$ cat config.mk
export PLATFORM = sky130hd
export DESIGN_NAME = licb_config_bank
export DESIGN_NICKNAME = d
export VERILOG_FILES = /design/src/rtl/licb_config_bank.v
export VERILOG_INCLUDE_DIRS = /design/src /design/src/rtl
export SDC_FILE = /design/constraint.sdc
export NUM_CORES = 1
export LEC_CHECK = 0
export ABC_CLOCK_PERIOD_IN_PS = 2900
export BUFFER_PORTS_ARGS = -buffer_cell sky130_fd_sc_hd__clkbuf_2
export CAP_MARGIN = 20
export CORE_UTILIZATION = 50
export CTS_CLUSTER_DIAMETER = 40
export DETAILED_ROUTE_END_ITERATION = 16
export PLACE_DENSITY_LB_ADDON = 0.15
export SLEW_MARGIN = 10
export SYNTH_ARGS = -nofsm -noshare
export SYNTH_HDL_FRONTEND = slang
export SYNTH_SLANG_ARGS = --single-unit
$ cat constraint.sdc
create_clock -name CLK_SYS_I -period 2.9 [get_ports CLK_SYS_I]
set_clock_uncertainty 0.1 [all_clocks]
set_input_delay 0.725 -clock CLK_SYS_I [delete_from_list [all_inputs] [get_ports CLK_SYS_I]]
set_output_delay 0.725 -clock CLK_SYS_I [all_outputs]
set_load 0.02 [all_outputs]
$ cat src/rtl/licb_defines.vh
`ifndef LICB_DEFINES_VH
`define LICB_DEFINES_VH

// host port geometry
`define LICB_ADDR_W          5
`define LICB_DATA_W          8
`define LICB_NCH             8
`define LICB_LVL_W           8

// bank pointer codes and location
`define LICB_BANK_PTR_ADDR   5'h1F
`define LICB_BANK_PRIMARY    8'h00
`define LICB_BANK_INDIV      8'h01

// individual bank offsets
`define LICB_JA_ENABLE_ADDR  5'h00
`define LICB_JA_POS_ADDR     5'h01
`define LICB_JA_DEPTH_ADDR   5'h02
`define LICB_JA_LIMIT_ADDR   5'h03
`define LICB_SHORT_DIS_ADDR  5'h04
`define LICB_AIS_LOSS_ADDR   5'h05
`define LICB_MCLK_SEL_ADDR   5'h06

// reset values
`define LICB_RST_BYTE        8'h00
`define LICB_RST_BANK        8'h00

// master clock select fields
`define LICB_MC_PLL_EN       0
`define LICB_MC_FREQ_FAM     1
`define LICB_MC_PER_LO       2
`define LICB_MC_PER_HI       3
`define LICB_MC_AUX_EN       4
`define LICB_MC_LINE_EN      5
`define LICB_MC_PLL_IN       6
`define LICB_MC_USED_MASK    8'h7F
`define LICB_PER_DIRECT      2'h0

// attenuator fifo geometry, in bits
`define LICB_DEPTH_SHALLOW   8'h20
`define LICB_DEPTH_DEEP      8'h80
`define LICB_LIMIT_MARGIN    8'h04

`endif

$ cat src/rtl/licb_config_bank.v
`timescale 1ns/1ps
`include "licb_defines.vh"

// Overview of operation
// - channel enable bit turns its attenuator on
// - global attenuator enable overrides enable and position
// - position bit set means receive path
// - depth bit set means 128, clear 32
// - global depth control overrides per-channel depth
// - flag set within 4 bits of limit
// - reading flag register clears reported flags
// - disable bit drops short protection per channel
// - global bits override short-disable and AIS settings
// - AIS-on-loss bit sends all-ones during loss
// - PLL input: master clock or recovered clock
// - line-rate output: clock or loss indication
// - aux clock output enabled or high impedance
// - PLL enable bit turns on the PLL
// - PLL off: master clock used directly
// - family bit: set T1 base, clear E1
// - period code gives 1,2,4,8 times base
// - PLL falls back to master clock on loss
module licb_config_bank (
  input  wire                               CLK_SYS_I,
  input  wire                               RST_I,
  // host register port
  input  wire [`LICB_ADDR_W-1:0]            ADDR_I,
  input  wire [`LICB_DATA_W-1:0]            WDATA_I,
  input  wire                               WR_I,
  input  wire                               RD_I,
  output reg  [`LICB_DATA_W-1:0]            RDATA_O,
  output reg                                RVALID_O,
  // global configuration overrides
  input  wire                               GLB_JA_ENABLE_I,
  input  wire                               GLB_JA_POSITION_I,
  input  wire                               GLB_FIFO_DEPTH_OVR_I,
  input  wire                               GLB_FIFO_DEPTH_I,
  input  wire                               GLB_SHORT_PROTECT_DIS_I,
  input  wire                               GLB_AIS_ON_LOSS_I,
  input  wire [2:0]                         PLL_RECOVERED_CLK_SEL_I,
  // datapath status
  input  wire [`LICB_NCH*`LICB_LVL_W-1:0]   FIFO_LEVEL_I,
  input  wire [`LICB_NCH-1:0]               RX_LOS_I,
  input  wire                               LINE_RATE_CLK_I,
  input  wire                               AUX_CLK_I,
  // per-channel controls
  output reg  [`LICB_NCH-1:0]               JA_ENABLE_O,
  output reg  [`LICB_NCH-1:0]               JA_RX_PATH_O,
  output reg  [`LICB_NCH-1:0]               JA_DEEP_FIFO_O,
  output reg  [`LICB_NCH-1:0]               SHORT_PROTECT_DIS_O,
  output reg  [`LICB_NCH-1:0]               AIS_INSERT_O,
  // clock controls
  output reg                                PLL_ENABLE_O,
  output reg                                PLL_SRC_RECOVERED_O,
  output reg  [2:0]                         PLL_RECOVERED_CH_O,
  output reg                                MCLK_DIRECT_O,
  output reg                                MCLK_T1_FAMILY_O,
  output reg  [1:0]                         MCLK_PERIOD_O,
  output wire                               LINE_RATE_PIN_O,
  output wire                               AUX_CLK_O,
  output reg                                AUX_CLK_OE_O
);

  // host-visible registers
  // one byte per function, one bit per channel except the pointer and the clock select; all of them clear on reset
  // so every channel starts with attenuators off, transmit placement, the
  // shallow fifo, short protection active and no AIS on loss
  // the flag register is the only one the host cannot write
  reg  [`LICB_DATA_W-1:0] bank_pointer;
  reg  [`LICB_NCH-1:0]    jitter_atten_enable_ch;
  reg  [`LICB_NCH-1:0]    jitter_atten_position_ch;
  reg  [`LICB_NCH-1:0]    jitter_atten_fifo_depth_ch;
  reg  [`LICB_NCH-1:0]    jitter_atten_fifo_limit_flag;
  reg  [`LICB_NCH-1:0]    short_protect_disable_ch;
  reg  [`LICB_NCH-1:0]    ais_on_loss_ch;
  reg  [`LICB_DATA_W-1:0] master_clock_select_reg;

  // loss pins are asynchronous to the system clock
  reg  [`LICB_NCH-1:0]    los_meta;
  reg  [`LICB_NCH-1:0]    los_sync;
  reg                     rx_loss_indication;

  wire                    indiv_sel;
  wire                    wr_ptr;
  wire                    wr_indiv;
  wire                    rd_limit;
  wire [`LICB_NCH-1:0]    limit_hit;
  wire [`LICB_NCH-1:0]    eff_deep;
  wire [`LICB_NCH-1:0]    next_limit_flag;
  wire                    sel_los;
  reg  [`LICB_DATA_W-1:0] next_rdata;

  // the individual bank is only reachable behind pointer 01
  // the pointer itself sits at the top offset and answers in every bank,
  // otherwise the host could never leave a bank once it had entered it
  // writes to this bank while another bank is selected are dropped here,
  // so a stray access from another bank's driver cannot touch the settings
  // a read of the flag byte is decoded apart because it clears state
  assign indiv_sel = (bank_pointer == `LICB_BANK_INDIV);
  assign wr_ptr    = WR_I && (ADDR_I == `LICB_BANK_PTR_ADDR);
  assign wr_indiv  = WR_I && indiv_sel && (ADDR_I != `LICB_BANK_PTR_ADDR);
  assign rd_limit  = RD_I && indiv_sel && (ADDR_I == `LICB_JA_LIMIT_ADDR);

  // pointer register, shared by every bank
  // any code is stored, even codes of banks that live elsewhere, so that a
  // read-back always returns what was written
  // reset selects the primary bank, never this one
  // limitation: only code 01 opens this bank
  always @(posedge CLK_SYS_I) begin
    if (RST_I) begin
      bank_pointer <= `LICB_RST_BANK;
    end else if (wr_ptr) begin
      bank_pointer <= WDATA_I;
    end
  end

  // writable configuration; bit n-1 holds channel n
  // a write lands at the rising edge that samples the strobe, so a read in
  // the very next cycle already returns the new byte
  // a write and a read in one cycle: the read sees the old value
  // offsets without a register are ignored rather than aliased, which keeps
  // room for later registers without a software-visible change
  // the flag offset is absent on purpose: flags only clear by reading
  always @(posedge CLK_SYS_I) begin
    if (RST_I) begin
      jitter_atten_enable_ch     <= `LICB_RST_BYTE;
      jitter_atten_position_ch   <= `LICB_RST_BYTE;
      jitter_atten_fifo_depth_ch <= `LICB_RST_BYTE;
      short_protect_disable_ch   <= `LICB_RST_BYTE;
      ais_on_loss_ch             <= `LICB_RST_BYTE;
      master_clock_select_reg    <= `LICB_RST_BYTE;
    end else if (wr_indiv) begin
      if (ADDR_I == `LICB_JA_ENABLE_ADDR) begin
        jitter_atten_enable_ch <= WDATA_I;
      end else if (ADDR_I == `LICB_JA_POS_ADDR) begin
        jitter_atten_position_ch <= WDATA_I;
      end else if (ADDR_I == `LICB_JA_DEPTH_ADDR) begin
        jitter_atten_fifo_depth_ch <= WDATA_I;
      end else if (ADDR_I == `LICB_SHORT_DIS_ADDR) begin
        short_protect_disable_ch <= WDATA_I;
      end else if (ADDR_I == `LICB_AIS_LOSS_ADDR) begin
        ais_on_loss_ch <= WDATA_I;
      end else if (ADDR_I == `LICB_MCLK_SEL_ADDR) begin
        // top bit is unused and always reads zero
        master_clock_select_reg <= WDATA_I & `LICB_MC_USED_MASK;
      end
    end
  end

  // two-stage synchroniser for the loss pins
  // loss comes from the receive side and is slow, so two plain flops are
  // enough; only the second stage is read anywhere in this block
  // this costs two cycles of latency, harmless against line rates
  // the first stage is never fanned out, to keep metastability contained
  always @(posedge CLK_SYS_I) begin
    if (RST_I) begin
      los_meta <= `LICB_RST_BYTE;
      los_sync <= `LICB_RST_BYTE;
    end else begin
      los_meta <= RX_LOS_I;
      los_sync <= los_meta;
    end
  end

  // effective depth decides which limit the fill level is compared against
  // the global depth control replaces all eight channel bits at once
  // the same effective depth drives the depth output, so the trip point and
  // the fifo that the datapath builds can never disagree
  assign eff_deep = GLB_FIFO_DEPTH_OVR_I ? {`LICB_NCH{GLB_FIFO_DEPTH_I}} : jitter_atten_fifo_depth_ch;

  // per-channel near-full / near-empty detection
  // each channel slices its own byte out of the packed level bus
  // the top bound is the selected depth, so a channel switched to the
  // shallow fifo trips much earlier than a deep one
  // comparisons are inclusive at both ends
  genvar ch;
  generate
    for (ch = 0; ch < `LICB_NCH; ch = ch + 1) begin : g_limit
      wire [`LICB_LVL_W-1:0] level;
      wire [`LICB_LVL_W-1:0] top;
      assign level = FIFO_LEVEL_I[ch*`LICB_LVL_W +: `LICB_LVL_W];
      assign top   = eff_deep[ch] ? `LICB_DEPTH_DEEP : `LICB_DEPTH_SHALLOW;
      // both ends of the fifo count as a trip
      assign limit_hit[ch] = (level <= `LICB_LIMIT_MARGIN) ||
                             (level >= (top - `LICB_LIMIT_MARGIN));
    end
  endgenerate

  // a read clears only what it returned; a new trip in that cycle survives
  // the set term is or-ed in after the clear, so set wins over clear
  // a fifo that is still near its limit re-arms the flag at once; the host
  // sees it again on the next read, which is the intended behaviour
  // hazard avoided: losing an event that lands on the read cycle
  assign next_limit_flag = (jitter_atten_fifo_limit_flag & ~(rd_limit ? jitter_atten_fifo_limit_flag : `LICB_RST_BYTE))
                           | limit_hit;

  // sticky limit flags
  // updated every cycle so that trips are caught even with no host access
  // reset empties them; nothing else but a read clears a flag
  // flags stay set after the level leaves the trip zone
  always @(posedge CLK_SYS_I) begin
    if (RST_I) begin
      jitter_atten_fifo_limit_flag <= `LICB_RST_BYTE;
    end else begin
      jitter_atten_fifo_limit_flag <= next_limit_flag;
    end
  end

  // read mux; unmapped offsets read zero
  // the pointer reads back in any bank, like it writes
  // with another bank selected every individual offset reads zero, so the
  // host can tell at once that it forgot to set the pointer
  // decode is a priority chain; offsets are disjoint so order is free
  // the default at the top keeps this logic free of latches
  always @* begin
    next_rdata = `LICB_RST_BYTE;
    if (ADDR_I == `LICB_BANK_PTR_ADDR) begin
      next_rdata = bank_pointer;
    end else if (!indiv_sel) begin
      next_rdata = `LICB_RST_BYTE;
    end else if (ADDR_I == `LICB_JA_ENABLE_ADDR) begin
      next_rdata = jitter_atten_enable_ch;
    end else if (ADDR_I == `LICB_JA_POS_ADDR) begin
      next_rdata = jitter_atten_position_ch;
    end else if (ADDR_I == `LICB_JA_DEPTH_ADDR) begin
      next_rdata = jitter_atten_fifo_depth_ch;
    end else if (ADDR_I == `LICB_JA_LIMIT_ADDR) begin
      next_rdata = jitter_atten_fifo_limit_flag;
    end else if (ADDR_I == `LICB_SHORT_DIS_ADDR) begin
      next_rdata = short_protect_disable_ch;
    end else if (ADDR_I == `LICB_AIS_LOSS_ADDR) begin
      next_rdata = ais_on_loss_ch;
    end else if (ADDR_I == `LICB_MCLK_SEL_ADDR) begin
      next_rdata = master_clock_select_reg;
    end
  end

  // read data held until the next read
  // the valid pulse follows the strobe by exactly one cycle
  // holding the data lets a slow host pick it up later than the pulse
  // the byte is captured from the mux at the strobe edge, before any clear
  always @(posedge CLK_SYS_I) begin
    if (RST_I) begin
      RDATA_O  <= `LICB_RST_BYTE;
      RVALID_O <= 1'b0;
    end else begin
      RVALID_O <= RD_I;
      if (RD_I) begin
        RDATA_O <= next_rdata;
      end
    end
  end

  // effective per-channel controls, registered to keep outputs glitch free
  // global overrides win over the per-channel bytes without changing them,
  // so the channel settings come back when an override is dropped
  // the global attenuator enable also takes over the placement
  // AIS always follows the synchronised loss, gated by its enable
  // one cycle of latency from any register or global input change
  always @(posedge CLK_SYS_I) begin
    if (RST_I) begin
      JA_ENABLE_O         <= `LICB_RST_BYTE;
      JA_RX_PATH_O        <= `LICB_RST_BYTE;
      JA_DEEP_FIFO_O      <= `LICB_RST_BYTE;
      SHORT_PROTECT_DIS_O <= `LICB_RST_BYTE;
      AIS_INSERT_O        <= `LICB_RST_BYTE;
    end else begin
      if (GLB_JA_ENABLE_I) begin
        JA_ENABLE_O  <= {`LICB_NCH{1'b1}};
        JA_RX_PATH_O <= {`LICB_NCH{GLB_JA_POSITION_I}};
      end else begin
        JA_ENABLE_O  <= jitter_atten_enable_ch;
        JA_RX_PATH_O <= jitter_atten_position_ch;
      end
      JA_DEEP_FIFO_O <= eff_deep;
      if (GLB_SHORT_PROTECT_DIS_I) begin
        SHORT_PROTECT_DIS_O <= {`LICB_NCH{1'b1}};
      end else begin
        SHORT_PROTECT_DIS_O <= short_protect_disable_ch;
      end
      if (GLB_AIS_ON_LOSS_I) begin
        AIS_INSERT_O <= los_sync;
      end else begin
        AIS_INSERT_O <= ais_on_loss_ch & los_sync;
      end
    end
  end

  // loss on the channel feeding the PLL forces the master clock back in
  // the selected channel comes from the clock control register outside
  // this bank; the choice returns to the receive clock once loss clears
  // limitation: the switch is not hitless, the PLL has to relock
  assign sel_los = los_sync[PLL_RECOVERED_CLK_SEL_I];

  // clock selection controls
  // direct master clock is the reset state, so the device runs without a
  // PLL until the host enables one
  // the period code is forced to zero with the PLL off, where it has no
  // meaning, so the synthesiser never sees a stale multiplier
  // the loss indication is the or of all synchronised loss lines
  always @(posedge CLK_SYS_I) begin
    if (RST_I) begin
      PLL_ENABLE_O        <= 1'b0;
      PLL_SRC_RECOVERED_O <= 1'b0;
      PLL_RECOVERED_CH_O  <= 3'h0;
      MCLK_DIRECT_O       <= 1'b1;
      MCLK_T1_FAMILY_O    <= 1'b0;
      MCLK_PERIOD_O       <= `LICB_PER_DIRECT;
      AUX_CLK_OE_O        <= 1'b0;
      rx_loss_indication  <= 1'b0;
    end else begin
      PLL_ENABLE_O        <= master_clock_select_reg[`LICB_MC_PLL_EN];
      PLL_SRC_RECOVERED_O <= master_clock_select_reg[`LICB_MC_PLL_IN] && !sel_los;
      PLL_RECOVERED_CH_O  <= PLL_RECOVERED_CLK_SEL_I;
      MCLK_DIRECT_O       <= !master_clock_select_reg[`LICB_MC_PLL_EN];
      MCLK_T1_FAMILY_O    <= master_clock_select_reg[`LICB_MC_FREQ_FAM];
      // period code only matters with the PLL running
      if (master_clock_select_reg[`LICB_MC_PLL_EN]) begin
        MCLK_PERIOD_O <= master_clock_select_reg[`LICB_MC_PER_HI:`LICB_MC_PER_LO];
      end else begin
        MCLK_PERIOD_O <= `LICB_PER_DIRECT;
      end
      // outputs are gated only by their own enables; PLL enable is host duty
      AUX_CLK_OE_O       <= master_clock_select_reg[`LICB_MC_AUX_EN];
      rx_loss_indication <= |los_sync;
    end
  end

  // clock paths are plain muxes; a registered copy would halve the clock
  // the select bit is a slow register, so mux glitches only occur when the
  // host switches the output, never in steady operation
  // the aux output is always passed through; its enable decides driving
  assign LINE_RATE_PIN_O = master_clock_select_reg[`LICB_MC_LINE_EN] ? LINE_RATE_CLK_I
                                                                     : rx_loss_indication;
  assign AUX_CLK_O       = AUX_CLK_I;

endmodule // licb_config_bank

==> impl_metrics.yaml <==
outcome:
  status: "finished clean"
clock_network:
  cts_tree: "built"
  cts_buffer_depth: 2
  postCtsSetupRepairBufs: 0
  cts_buffers: 17
  cts_sinks: 139
  postCtsHoldBufs: 0
  worstSkewPairLatency_ps: 420
  cts.htree.levels: 4
  cts_resized: 0
  cts_root_buf: "clkbuf_16"
  clk_pin_slew_ps: 50
timing:
  setup_ws_ps: 679
  relSlewSlack_pct: 62.8
  setup_viol: 0
  worst_pin_slew_ps: 555
  post-route-period-util_pct: 76.6
  finalSetupTns_ps: 0
  rsz0062_at_grt: "no"
  drv_slew: 0
  finalHoldViolCount: 0
  period_minus_slack_ps: 2220
  fmax_mhz: 450
yosys:
  yosysSeqAreaShare_pct: 44.7
  async_flop_share_pct: 0
  syn_inst: 668
  synth_seq_cells: 139
  synth_edf_count: 0
  synth_cell_types: 48
  synth_area_um2: 6220
  yosysTopAreaCellShare_pct: 44.7
  yosys_most_used_dff: "dfxtp_1"
  yosys_warnings: 0
  synth_fp_nets: 784
  synth_top_cell_by_area: "dfxtp_1"
  synth_area_per_cell_um2: 9.31
  ys_top_cells_by_area: "dfxtp_1 (45%), mux2i_1 (6.4%), a21oi_1 (5.6%), nor2_1 (4.5%), nand2b_1 (4.0%)"
setup_path:
  endpoint: "jitter_atten_fifo_limit_flag[0]"
  r2r-start: "bank_pointer[3]"
  critPathArrivalTime_ps: 2410
  critPathMaxFanout: 12
  startpoint: "ADDR_I[0]"
  endpoint_kind: "register"
  ff2ff_setup_slack_ps: 830
  reg2reg_to: "jitter_atten_fifo_limit_flag[0]"
  cp.required_ps: 3090
  worst-setup-path-type: "in -> reg"
  r2r_cells: 4
  start_kind: "input pin"
cells_and_area:
  diodes: 0
  finalNonFillerCells: 985
  nets: 920
  layout-drive-gt1-share_pct: 27.5
  fin_util_pct: 63.1
  area_growth_pct: 22.4
grt:
  antenna_found_initial: 0
  grt.total_usage_pct: 27.5
  grt_overflow: 0
  grt_pass1_vias: 5097
  grt_start_max_net_pins: 74
  grt_pass1_wl_um: 26900
floorplanning:
  start_util_pct: 51.6
  io_pins: 161
  die_area_um2: 12900
  coreArea_um2: 12100
  dieHeight_um: 114
  die_w_um: 114
  rows: 40
placed_design:
  post-place-cells: 953
  post-place-ws_ps: 353
  portBuffers: 158
  gp_congestion: 0.890
  hpwlAfterDp_um: 12300
worst_hold_path:
  min_path_type: "reg -> reg"
power:
  vdd_drop_max_uv: 365
  p_leak_nw: 3.30
  power.total_mw: 4.57
  p_per_area_nw_per_um2: 601
route:
  wl_per_cell_um: 17.2
  avgViaCountPerCell: 5.62
  ant_nets: 0
  dr.pass1.iters: 5
  drtIter0Drc: 497
  drc: 0
  vias: 5534
  wl_um: 16900
flow_run:
  cap_violations: 0
## metrics by stage
step / cell area, um^2 / hold WS [ps]
after floorplan: 6220 / 314
after global placement: 7020 / 319
after detailed placement: 7020 / 324
after CTS: 7610 / 338
final: 7610 / 335
after global routing: 7610 / 359
## how the worst min path moves through the flow
stage	from	endpoint	cells past startpoint
3_5_place_dp	los_meta[6]	los_sync[6]	1
6_report	los_meta[5]	los_sync[5]	1
4_1_cts	los_meta[6]	los_sync[6]	1
2_1_floorplan	los_meta[0]	los_sync[0]	1
3_3_place_gp	los_meta[5]	los_sync[5]	1
5_1_grt	los_meta[6]	los_sync[6]	1
## layer usage
metal	wire length [um]	share of wire, %	global-route usage (%)	vias up
met1	7470	44	35.5	2589
met2	8010	47	44.4	237
met3	1070	6.3	7.23	35
li1	-	-	-	2673
met5	0	0	0	-
met4	357	2.1	9.82	0
## synth_stat cells (8+ instances only)
| library cell | count |
|---|---|
| a211oi_1 | 15 |
| a21oi_1 | 69 |
| a31oi_1 | 8 |
| a32o_1 | 8 |
| a41o_1 | 8 |
| buf_2 | 9 |
| buf_4 | 10 |
| clkbuf_1 | 24 |
| dfxtp_1 | 139 |
| ha_1 | 16 |
| mux2i_1 | 40 |
| nand2_1 | 28 |
| nand2b_1 | 40 |
| nand3_1 | 26 |
| nor2_1 | 75 |
| nor2b_1 | 24 |
| nor3b_1 | 10 |
| nor4_1 | 10 |
| o21ai_0 | 46 |
## critical path: stages
cell and delay (ps):
clkbuf_2 250, nor3b_1 420, nand4_1 480, o21ai_0 400, a31oi_1 130
## layout by cell type, fill, tap and decap left out, types with 3 or more instances in the layout
cell       count
nor4_1        10
a31o_2         7
buf_4         10
a32o_1         8
clkbuf_1       3
a2111oi_1      3
dfxtp_1      139
nor2_1        75
nor3b_1       10
a2111oi_2      4
inv_1          3
clkinv_2       5
a31oi_1        8
clkbuf_2     157
mux2_2         3
a211oi_1      15
o21ai_0       46
clkbuf_16     17
a41o_1         8
ha_1          16
nand3_1       26
a21oi_1       69
a22o_1         7
and2_1         4
nor2b_1       24
mux2i_1       40
bufinv_16      3
nand2_1       28
nand2b_1      40
## cell type report
type / instances / area (um^2)
Multi-Input combinational cell: 474 / 3140
Fill cell: 1053 / 4450
Clock buffer: 20 / 437
Sequential cell: 139 / 2780
Inverter: 4 / 15.0
Tap cell: 168 / 210
Clock inverter: 12 / 148
Timing Repair Buffer: 168 / 881
## cells by family after synthesis
kind of cell / share of synthesized area [%]
flops: 44.7
simple gates: 21.1
mux: 7.71
compound gates: 18.4
fa+ha+maj: 3.22
buf+inv: 4.83
## power breakdown
part           switching [mW]  internal (mW)  total [mW]
Combinational           0.265          0.172       0.437
Sequential             0.0203           1.96        1.98
Clock                   0.805           1.35        2.15
(Power assumes the default switching activity.)
